**src/logic/ppsr_pkg.sv**
```systemverilog
// Constants shared by the channel status and reset controller.
// Assumes a single 125 MHz clock and an AXI4-Lite register slave.
package ppsr_pkg;
	// ----------------------------------------------------------------
	// Register byte addresses
	// ----------------------------------------------------------------
	localparam logic [7:0] ADDR_CTRL   = 8'h00;
	localparam logic [7:0] ADDR_STATUS = 8'h04;
	localparam logic [7:0] ADDR_IRQ_ST = 8'h08;
	localparam logic [7:0] ADDR_IRQ_MK = 8'h0c;
	localparam logic [7:0] ADDR_PHYCNT = 8'h10;

	// ----------------------------------------------------------------
	// Fields and reset values
	// ----------------------------------------------------------------
	localparam int CTRL_INFER_BIT = 0;
	localparam int CTRL_SIMBUSY_BIT = 1;
	localparam int CTRL_RECFG_BIT = 2;
	localparam logic [31:0] CTRL_RESET = 32'h0000_0000;
	localparam int IRQ_PHYDONE_BIT = 0;
	localparam int IRQ_BUSYDONE_BIT = 1;
	localparam int IRQ_IDLE_BIT = 2;
	localparam logic [2:0] IRQ_MASK_RESET = 3'h0;

	// ----------------------------------------------------------------
	// Timing
	// ----------------------------------------------------------------
	localparam int CLK_MHZ = 125;
	localparam int SIM_BUSY_CYCLES = 20;
	localparam int PHY_ACT_NS = 64;
	localparam int PHY_ACT_CYCLES = (PHY_ACT_NS * CLK_MHZ + 999) / 1000;

	localparam logic [1:0] PWR_P0  = 2'b00;
	localparam logic [1:0] PWR_P0S = 2'b01;
	localparam logic [1:0] PWR_P1  = 2'b10;
	localparam logic [1:0] PWR_P2  = 2'b11;

	typedef enum logic [1:0] {PH_IDLE, PH_BUSY, PH_DONE} ppsr_phy_t;
endpackage

```
**src/logic/ppsr_top.sv**
```systemverilog
// Control and status logic of one serial channel in PHY-interface mode.
// Assumes aclk at 125 MHz, asynchronous control pins, AXI4-Lite master.
// Operation
// - Polarity invert complements every bit of the 10-bit decoder input.
// - Power state is two bits: 00 P0, 01 P0s, 10 P1, 11 P2.
// - Receive-valid rises only while data and control flags are valid.
// - PHY-done pulses exactly one cycle when a PHY function completes.
// - With idle inference enabled, idle output follows the inference result.
// - With inference disabled, idle output is the inverse of signal present.
// - Busy falls to report offset cancellation completed.
// - Busy pulses at power-up, later only on a write that sets the reconfiguration request bit.
// - Simulation busy falls about 20 reconfiguration clock cycles after start.
// - Detection starts with control high in P1 and forced idle; release at done.
module ppsr_top #(
	parameter int BUSY_CYCLES = 4096
)(
	input  wire logic        aclk,
	input  wire logic        aresetn,
	input  wire logic [7:0]  s_axi_awaddr,
	input  wire logic        s_axi_awvalid,
	output logic             s_axi_awready,
	input  wire logic [31:0] s_axi_wdata,
	input  wire logic [3:0]  s_axi_wstrb,
	input  wire logic        s_axi_wvalid,
	output logic             s_axi_wready,
	output logic [1:0]       s_axi_bresp,
	output logic             s_axi_bvalid,
	input  wire logic        s_axi_bready,
	input  wire logic [7:0]  s_axi_araddr,
	input  wire logic        s_axi_arvalid,
	output logic             s_axi_arready,
	output logic [31:0]      s_axi_rdata,
	output logic [1:0]       s_axi_rresp,
	output logic             s_axi_rvalid,
	input  wire logic        s_axi_rready,
	input  wire logic        rx_decoder_polarity_invert,
	input  wire logic [1:0]  power_state,
	input  wire logic        detect_loopback,
	input  wire logic        force_elec_idle,
	input  wire logic        rx_signal_present,
	input  wire logic        idle_inferred,
	input  wire logic [9:0]  rx_code_in,
	input  wire logic        rx_code_valid,
	input  wire logic [9:0]  rx_decoder_in,
	output logic [9:0]       rx_decoder_word,
	input  wire logic [15:0] rx_data_in,
	input  wire logic [1:0]  rx_ctrl_in,
	output logic [15:0]      rx_data_out,
	output logic [1:0]       rx_ctrl_out,
	output logic             rx_data_valid,
	output logic             phy_done,
	output logic             rx_elec_idle,
	output logic             power_down_stall,
	output logic             recfg_busy,
	output logic             irq
);
	// ----------------------------------------------------------------
	// Synchronisers
	// ----------------------------------------------------------------
	localparam int NSYNC = 7;
	logic [NSYNC-1:0] async_in;
	logic [NSYNC-1:0] sync1_q;
	logic [NSYNC-1:0] sync2_q;
	assign async_in = {rx_decoder_polarity_invert, power_state, detect_loopback,
		force_elec_idle, rx_signal_present, idle_inferred};

	genvar gi;
	generate
		for (gi = 0; gi < NSYNC; gi++)
		begin : g_sync
			always_ff @(posedge aclk)
			begin
				if (!aresetn)
				begin
					sync1_q[gi] <= 1'b0;
					sync2_q[gi] <= 1'b0;
				end
				else
				begin
					sync1_q[gi] <= async_in[gi];
					sync2_q[gi] <= sync1_q[gi];
				end
			end
		end
	endgenerate

	logic       pol_s;
	logic [1:0] pwr_s;
	logic       det_s;
	logic       fidle_s;
	logic       sigp_s;
	logic       infer_s;
	assign {pol_s, pwr_s, det_s, fidle_s, sigp_s, infer_s} = sync2_q;

	// ----------------------------------------------------------------
	// Registers
	// ----------------------------------------------------------------
	logic [31:0] ctrl_q;
	logic [2:0]  irq_st_q;
	logic [2:0]  irq_mk_q;
	logic [15:0] phy_cnt_q;
	logic [2:0]  irq_ev;
	logic        wr_fire;
	logic        aw_hold_q;
	logic        w_hold_q;
	logic [7:0]  awaddr_q;
	logic [31:0] wdata_q;
	logic [3:0]  wstrb_q;

	// ----------------------------------------------------------------
	// Decoder polarity and receive data
	// ----------------------------------------------------------------
	always_ff @(posedge aclk)
	begin
		if (!aresetn)
			rx_decoder_word <= 10'h000;
		else
			rx_decoder_word <= pol_s ? ~rx_decoder_in : rx_decoder_in;
	end

	always_ff @(posedge aclk)
	begin
		if (!aresetn)
		begin
			rx_data_out   <= 16'h0000;
			rx_ctrl_out   <= 2'h0;
			rx_data_valid <= 1'b0;
		end
		else
		begin
			// Data and flags load in the same edge as valid, so they agree
			rx_data_valid <= rx_code_valid;
			if (rx_code_valid)
			begin
				rx_data_out <= rx_data_in;
				rx_ctrl_out <= rx_ctrl_in;
			end
		end
	end

	// ----------------------------------------------------------------
	// Power state and receiver detection
	// ----------------------------------------------------------------
	ppsr_pkg::ppsr_phy_t phy_q;
	logic [1:0]  pwr_q;
	logic [7:0]  act_q;
	logic        det_start;
	assign det_start = det_s && fidle_s && (pwr_s == ppsr_pkg::PWR_P1);

	always_ff @(posedge aclk)
	begin
		if (!aresetn)
		begin
			phy_q <= ppsr_pkg::PH_IDLE;
			pwr_q <= ppsr_pkg::PWR_P0;
			act_q <= 8'h00;
		end
		else
		begin
			case (phy_q)
				ppsr_pkg::PH_IDLE:
				begin
					if (pwr_s != pwr_q || det_start)
					begin
						pwr_q <= pwr_s;
						act_q <= 8'(ppsr_pkg::PHY_ACT_CYCLES);
						phy_q <= ppsr_pkg::PH_BUSY;
					end
				end
				ppsr_pkg::PH_BUSY:
				begin
					if (act_q <= 8'h01)
						phy_q <= ppsr_pkg::PH_DONE;
					else
						act_q <= act_q - 8'h01;
				end
				default:
				begin
					// Wait for the controller to drop detection before rearming
					if (!det_start)
						phy_q <= ppsr_pkg::PH_IDLE;
				end
			endcase
		end
	end

	always_ff @(posedge aclk)
	begin
		if (!aresetn)
			phy_done <= 1'b0;
		else
			phy_done <= (phy_q == ppsr_pkg::PH_BUSY) && (act_q <= 8'h01);
	end

	// ----------------------------------------------------------------
	// Electrical idle
	// ----------------------------------------------------------------
	always_ff @(posedge aclk)
	begin
		if (!aresetn)
			rx_elec_idle <= 1'b0;
		else if (ctrl_q[ppsr_pkg::CTRL_INFER_BIT])
			rx_elec_idle <= infer_s;
		else
			rx_elec_idle <= ~sigp_s;
	end

	// ----------------------------------------------------------------
	// Offset cancellation busy
	// ----------------------------------------------------------------
	logic [15:0] busy_cnt_q;
	logic        recfg_req;
	logic        busy_end;
	assign recfg_req = wr_fire && awaddr_q == ppsr_pkg::ADDR_CTRL && wstrb_q[0]
		&& wdata_q[ppsr_pkg::CTRL_RECFG_BIT];
	assign busy_end = recfg_busy && busy_cnt_q <= 16'h0001;

	always_ff @(posedge aclk)
	begin
		if (!aresetn)
		begin
			// Power-up cancellation starts straight out of reset
			recfg_busy <= 1'b1;
			busy_cnt_q <= 16'(BUSY_CYCLES);
		end
		else if (busy_end)
			recfg_busy <= 1'b0;
		else if (recfg_busy)
			busy_cnt_q <= busy_cnt_q - 16'h0001;
		else if (recfg_req)
		begin
			recfg_busy <= 1'b1;
			busy_cnt_q <= ctrl_q[ppsr_pkg::CTRL_SIMBUSY_BIT]
				? 16'(ppsr_pkg::SIM_BUSY_CYCLES) : 16'(BUSY_CYCLES);
		end
	end
	// Tells the reset logic to keep power-down low meanwhile
	assign power_down_stall = recfg_busy;

	// ----------------------------------------------------------------
	// Interrupts
	// ----------------------------------------------------------------
	assign irq_ev = {rx_elec_idle && !sigp_s, busy_end, phy_done};
	always_ff @(posedge aclk)
	begin
		if (!aresetn)
			irq_st_q <= 3'h0;
		else if (wr_fire && awaddr_q == ppsr_pkg::ADDR_IRQ_ST && wstrb_q[0])
			irq_st_q <= (irq_st_q & ~wdata_q[2:0]) | irq_ev;
		else
			irq_st_q <= irq_st_q | irq_ev;
	end
	assign irq = |(irq_st_q & irq_mk_q);

	always_ff @(posedge aclk)
	begin
		if (!aresetn)
			phy_cnt_q <= 16'h0000;
		else if (phy_done)
			phy_cnt_q <= phy_cnt_q + 16'h0001;
	end

	// ----------------------------------------------------------------
	// AXI4-Lite write
	// ----------------------------------------------------------------
	assign s_axi_awready = !aw_hold_q && !s_axi_bvalid;
	assign s_axi_wready  = !w_hold_q && !s_axi_bvalid;
	assign wr_fire = aw_hold_q && w_hold_q;

	always_ff @(posedge aclk)
	begin
		if (!aresetn)
		begin
			aw_hold_q    <= 1'b0;
			w_hold_q     <= 1'b0;
			awaddr_q     <= 8'h00;
			wdata_q      <= 32'h0;
			wstrb_q      <= 4'h0;
			s_axi_bvalid <= 1'b0;
			s_axi_bresp  <= 2'b00;
		end
		else
		begin
			if (s_axi_awvalid && s_axi_awready)
			begin
				aw_hold_q <= 1'b1;
				awaddr_q  <= s_axi_awaddr;
			end
			if (s_axi_wvalid && s_axi_wready)
			begin
				w_hold_q <= 1'b1;
				wdata_q  <= s_axi_wdata;
				wstrb_q  <= s_axi_wstrb;
			end
			if (wr_fire)
			begin
				aw_hold_q    <= 1'b0;
				w_hold_q     <= 1'b0;
				s_axi_bvalid <= 1'b1;
				if (awaddr_q == ppsr_pkg::ADDR_CTRL || awaddr_q == ppsr_pkg::ADDR_IRQ_ST
					|| awaddr_q == ppsr_pkg::ADDR_IRQ_MK)
					s_axi_bresp <= 2'b00;
				else if (awaddr_q == ppsr_pkg::ADDR_STATUS || awaddr_q == ppsr_pkg::ADDR_PHYCNT)
					s_axi_bresp <= 2'b00;
				else
					s_axi_bresp <= 2'b10;
			end
			else if (s_axi_bvalid && s_axi_bready)
				s_axi_bvalid <= 1'b0;
		end
	end

	always_ff @(posedge aclk)
	begin
		if (!aresetn)
		begin
			ctrl_q   <= ppsr_pkg::CTRL_RESET;
			irq_mk_q <= ppsr_pkg::IRQ_MASK_RESET;
		end
		else if (wr_fire && wstrb_q[0])
		begin
			// Reconfiguration request bit is a trigger and never stored
			if (awaddr_q == ppsr_pkg::ADDR_CTRL)
				ctrl_q <= {30'h0, wdata_q[1:0]};
			else if (awaddr_q == ppsr_pkg::ADDR_IRQ_MK)
				irq_mk_q <= wdata_q[2:0];
		end
	end

	// ----------------------------------------------------------------
	// AXI4-Lite read
	// ----------------------------------------------------------------
	assign s_axi_arready = !s_axi_rvalid;
	always_ff @(posedge aclk)
	begin
		if (!aresetn)
		begin
			s_axi_rvalid <= 1'b0;
			s_axi_rdata  <= 32'h0;
			s_axi_rresp  <= 2'b00;
		end
		else if (s_axi_arvalid && s_axi_arready)
		begin
			s_axi_rvalid <= 1'b1;
			s_axi_rresp  <= 2'b00;
			if (s_axi_araddr == ppsr_pkg::ADDR_CTRL)
				s_axi_rdata <= ctrl_q;
			else if (s_axi_araddr == ppsr_pkg::ADDR_STATUS)
				s_axi_rdata <= {25'h0, pwr_q, phy_q == ppsr_pkg::PH_BUSY,
					rx_elec_idle, recfg_busy, rx_data_valid, pol_s};
			else if (s_axi_araddr == ppsr_pkg::ADDR_IRQ_ST)
				s_axi_rdata <= {29'h0, irq_st_q};
			else if (s_axi_araddr == ppsr_pkg::ADDR_IRQ_MK)
				s_axi_rdata <= {29'h0, irq_mk_q};
			else if (s_axi_araddr == ppsr_pkg::ADDR_PHYCNT)
				s_axi_rdata <= {16'h0, phy_cnt_q};
			else
			begin
				s_axi_rdata <= 32'h0;
				s_axi_rresp <= 2'b10;
			end
		end
		else if (s_axi_rvalid && s_axi_rready)
			s_axi_rvalid <= 1'b0;
	end

	// ----------------------------------------------------------------
	// Checks
	// ----------------------------------------------------------------
	a_done_one_cycle: assert property (@(posedge aclk) disable iff (!aresetn)
		phy_done |=> !phy_done) else $error("phy_done longer than one cycle");
	a_polarity_inv: assert property (@(posedge aclk) disable iff (!aresetn)
		pol_s |=> rx_decoder_word == ~$past(rx_decoder_in)) else $error("polarity not inverted");
	a_idle_direct: assert property (@(posedge aclk) disable iff (!aresetn)
		!ctrl_q[0] |=> rx_elec_idle == !$past(sigp_s)) else $error("idle not inverse");
	a_idle_infer: assert property (@(posedge aclk) disable iff (!aresetn)
		ctrl_q[0] |=> rx_elec_idle == $past(infer_s)) else $error("idle not inferred");
	a_valid_data: assert property (@(posedge aclk) disable iff (!aresetn)
		rx_code_valid |=> rx_data_valid && rx_data_out == $past(rx_data_in))
		else $error("valid without data");
	// Length of the running busy period, and whether it was started in short mode
	logic [15:0] busy_len_q;
	logic        sim_run_q;
	always_ff @(posedge aclk)
	begin
		if (!aresetn)
		begin
			busy_len_q <= 16'h0000;
			sim_run_q  <= 1'b0;
		end
		else if (!recfg_busy)
		begin
			busy_len_q <= 16'h0000;
			sim_run_q  <= recfg_req && ctrl_q[ppsr_pkg::CTRL_SIMBUSY_BIT];
		end
		else
			busy_len_q <= busy_len_q + 16'h0001;
	end

	a_sim_busy: assert property (@(posedge aclk) disable iff (!aresetn)
		$fell(recfg_busy) && sim_run_q |-> busy_len_q == 16'(ppsr_pkg::SIM_BUSY_CYCLES))
		else $error("sim busy length wrong");
	a_busy_trigger: assert property (@(posedge aclk) disable iff (!aresetn)
		$rose(recfg_busy) |-> $past(recfg_req)) else $error("busy without request");
	a_detect_done: assert property (@(posedge aclk) disable iff (!aresetn)
		phy_q == ppsr_pkg::PH_IDLE && det_start && pwr_q == pwr_s
		|-> ##[1:10] phy_done) else $error("detect never done");
	a_sync_pwr: assert property (@(posedge aclk) disable iff (!aresetn)
		##2 pwr_s == $past(power_state, 2)) else $error("power state not synchronised");
	c_detect: cover property (@(posedge aclk) disable iff (!aresetn) det_start ##[1:10] phy_done);
	c_busy_end: cover property (@(posedge aclk) disable iff (!aresetn) busy_end);
	c_irq: cover property (@(posedge aclk) disable iff (!aresetn) irq);
endmodule

```
**config.mk**
```make
export PLATFORM = sky130hd
export DESIGN_NAME = ppsr_top
export DESIGN_NICKNAME = d
export VERILOG_FILES = /design/src/logic/ppsr_pkg.sv /design/src/logic/ppsr_top.sv
export SDC_FILE = /design/constraint.sdc
export NUM_CORES = 1
export LEC_CHECK = 0
export BUFFER_PORTS_ARGS = -buffer_cell sky130_fd_sc_hd__clkbuf_2
export CAP_MARGIN = 20
export CORE_MARGIN = 4
export CORE_UTILIZATION = 50
export CTS_CLUSTER_SIZE = 25
export DETAILED_ROUTE_END_ITERATION = 8
export PLACE_DENSITY = 0.79
export SLEW_MARGIN = 20
export SYNTH_ARGS = -nofsm -noshare
export SYNTH_HDL_FRONTEND = slang
export SYNTH_SLANG_ARGS = --single-unit
```
**constraint.sdc**
```tcl
create_clock -name aclk -period 5.8 [get_ports aclk]
set_input_delay 0 -clock aclk [delete_from_list [all_inputs] [get_ports aclk]]
set_output_delay 0 -clock aclk [all_outputs]
set_load 0.02 [all_outputs]
```
==> results.yml <==
power:
  p_leak_nw: 3.22
  powerDensity_nw_per_um2: 372
  vdd.ir_drop.worst_mv: 0.307
route:
  dr_total_vias: 5116
  routedWlPerCell_um: 15.7
  wl_met1_um: 5960
  vias_per_cell: 5.37
  routed-wl-met2_um: 7370
  first_iter_violations: 317
  final_antenna_net_count: 0
  drc: 0
  top_layer_used: "met4"
  wl_met3_um: 1080
  routed_wirelength_um: 15000
  drt_pass1_iterations: 5
cts:
  clk_path_buf_depth: 2
  cts.clk_slew.worst_paths_ns: 0.06
  worstSkewPairLatency_ns: 0.51
  clock_sink_count: 132
  htreeDepth: 4
  cts_made_buffers: 17
  root_buffer: "sky130_fd_sc_hd__clkbuf_8"
  post-cts-setup-buffers: 0
  clock_tree_from_tritoncts: "yes"
final_layout:
  highest_count_cells_in_the_layout_ignoring_fill_and_taps: "132 x sky130_fd_sc_hd__dfxtp_1, 119 x sky130_fd_sc_hd__clkbuf_2, 73 x sky130_fd_sc_hd__nor2_1"
  fin_nets: 910
  final.fill_count: 773
  layout-drive-gt1-share: 0.224
  layout-area-overhead-vs-synth_pct: 34.1
  antenna_cells: 0
  final_common_cell: "sky130_fd_sc_hd__dfxtp_1"
timing:
  number_of_hold_violations_in_the_final_report: 0
  postLayoutSetupSlackWorst_ns: 3.33
  clock-skew-final_ns: 0.00991
  totalNegativeSetupSlack_ns: 0
  layout_worst_path_cycle_share: 0.426
  finalCriticalPeriod_ns: 2.47
  maxSlewHeadroom: 0.437
  max_freq_mhz: 405
  setup_repair_after_global_routing_missed_its_margin: "no"
  timing.final.max_slew_violations: 0
  final-setup-viol-count: 0
  tightest_slew_ns: 0.844
synthesis:
  yosys_register_bits: 132
  yosysWarningCount: 0
  yosysUniqueCellTypes: 62
  number_of_enable_flip_flop_cells_after_synthesis: 0
  synth_top_cells_by_area: "sky130_fd_sc_hd__dfxtp_1 47%, sky130_fd_sc_hd__mux2i_1 5.7%, sky130_fd_sc_hd__nor2_1 4.9%, sky130_fd_sc_hd__a21oi_1 4.2%, sky130_fd_sc_hd__nand2_1 3.8%"
  netlist.area_leader.share: 0.474
  syn_area_per_cell_sq_um: 8.96
  postSynth.topFlopCell: "sky130_fd_sc_hd__dfxtp_1"
  yosysSeqAreaShare: 0.474
  postSynth.asyncResetShare: 0
  syn_std_cell_area_sq_um: 5570
  netlist.top_cell.by_area: "sky130_fd_sc_hd__dfxtp_1"
  netlist_instances: 622
placed_design:
  post-dp-hpwl_um: 8940
  portBuffers: 119
  globalplace.congestion: 0.872
  place_worst_setup_slack_ns: 3.33
die:
  die_outline_height_um: 114
  site_row_count: 38
  start_util: 0.512
  placeableCoreArea_sq_um: 10900
  ioPinCount: 180
  fp.dieW_um: 114
  design.die.area_sq_um: 12900
critical_path:
  timing.critical_path.slowest_stage_cell: "sky130_fd_sc_hd__nor3_4"
  worstSetupEndpointType: "flop"
  setup.worst_path.start_class: "flop"
  critical_path_arrival_ns: 2.88
  setup.worst_path.class: "flop to flop"
  path_cells: "or4_4 > or3_1 > nor3_4 > nor3_1 > o2111a_1"
  cp_max_fo: 19
  crit_required_ns: 6.21
  timing.critical_path.slowest_cell_delay_ns: 0.61
hold_path:
  worst_hold_path_type: "primary input to flop"
global_routing:
  grt_residual_overflow: 0
  grt_overall_usage: 0.235
  via_count_of_the_first_global_routing_pass: 5272
  grt_antenna_before_repair: 0
  grt_max_degree: 53
  grt_pass1_wl_um: 24600
flow_run:
  cap_violations: 0
run_status:
  run_status: "finished, final reports clean"
## logic make-up after synthesis
logic type / synth area share
XOR/XNOR: 0.0440
AO/OA/AOI/OAI: 0.119
multiplexers: 0.0575
other: 0.000673
AND/OR/NAND/NOR: 0.234
buffers and inverters: 0.0597
flip-flops: 0.474
adder cells (fa/ha/maj): 0.0112
## worst paths after layout
kind              startpoint        endpoint  slack, ns  depth (start not counted)
max            busy_cnt_q[9]   busy_cnt_q[2]       3.33                          5
min          s_axi_araddr[6]  s_axi_rdata[1]       0.02                          5
max reg2reg    busy_cnt_q[9]   busy_cnt_q[2]       3.33                          5
min reg2reg       sync1_q[2]         fidle_s       0.44                          1
## sequential cells by signal, summed over array words and instances, names as in the netlist, 7 cells and up
signal / flops
s_axi_rdata: 16
busy_cnt_q: 16
phy_cnt_q: 16
awaddr_q: 8
rx_data_out: 16
act_q: 8
rx_decoder_word: 10
sync1_q: 7
## cell type report
type                       instances  area [sq um]  area share
sequential                       132          2640       0.354
inverter                          13          48.8     0.00653
tap                              140           175      0.0234
multi-input combinational        443          2670       0.357
clock buffer                      19           442      0.0591
clock inverter                    13           174      0.0233
timing repair buffer             193          1320       0.177
## critical path, delay by kind of cell, from the launching register on
family | cells | cell delay [ns]
simple gates | 4 | 1.76
flops | 1 | 0.35
compound gates | 1 | 0.25
## report_power, final
group | leakage [nW] | internal (mW) | switching [mW] | total (mW)
registers | 1.08 | 1.00 | 0.0876 | 1.09
logic | 1.85 | 0.265 | 0.332 | 0.597
clock network | 0.292 | 0.684 | 0.413 | 1.10
total | 3.22 | 1.95 | 0.833 | 2.78
## metal layers
layer  vias to the layer above  global-route usage
met5                         -                   0
met4                         0               0.113
met3                        51              0.0684
met2                       208               0.399
met1                      2377               0.271
li1                       2480                   -
## cell usage after synthesis, drive strengths merged (7+ instances only)
library cell  instances
or3                  13
nand3                27
clkbuf               24
nand2                57
and3                  7
buf                  27
xnor2                15
xor2                 13
and2                 17
nor2                 73
o31ai                 9
nor3                 12
nand2b                8
a31oi                 7
o21ai                18
or4                  12
dfxtp               132
inv                  13
mux2i                32
a21oi                49
## per-stage QoR
step / hold slack, ns / utilization / cell area [sq um] / std cells / power [mW]
floorplan: 0.0990 / - / 5640 / 639 / 1.53
global placement: 0.185 / 0.566 / 6170 / 852 / 1.61
detailed placement: 0.200 / 0.566 / 6170 / 852 / 1.64
CTS: 0.00550 / 0.686 / 7470 / 953 / 2.78
global route: 0.0357 / 0.686 / 7470 / 953 / 2.91
finish: 0.0228 / 0.686 / 7470 / 953 / 2.78
## repair_timing
item | CTS | global route
resized for setup | 0 | 0
hold endpoints to repair | 54 | 0
hold buffers | 69 | 0
No activity file was read; power rests on OpenSTA's default activity.
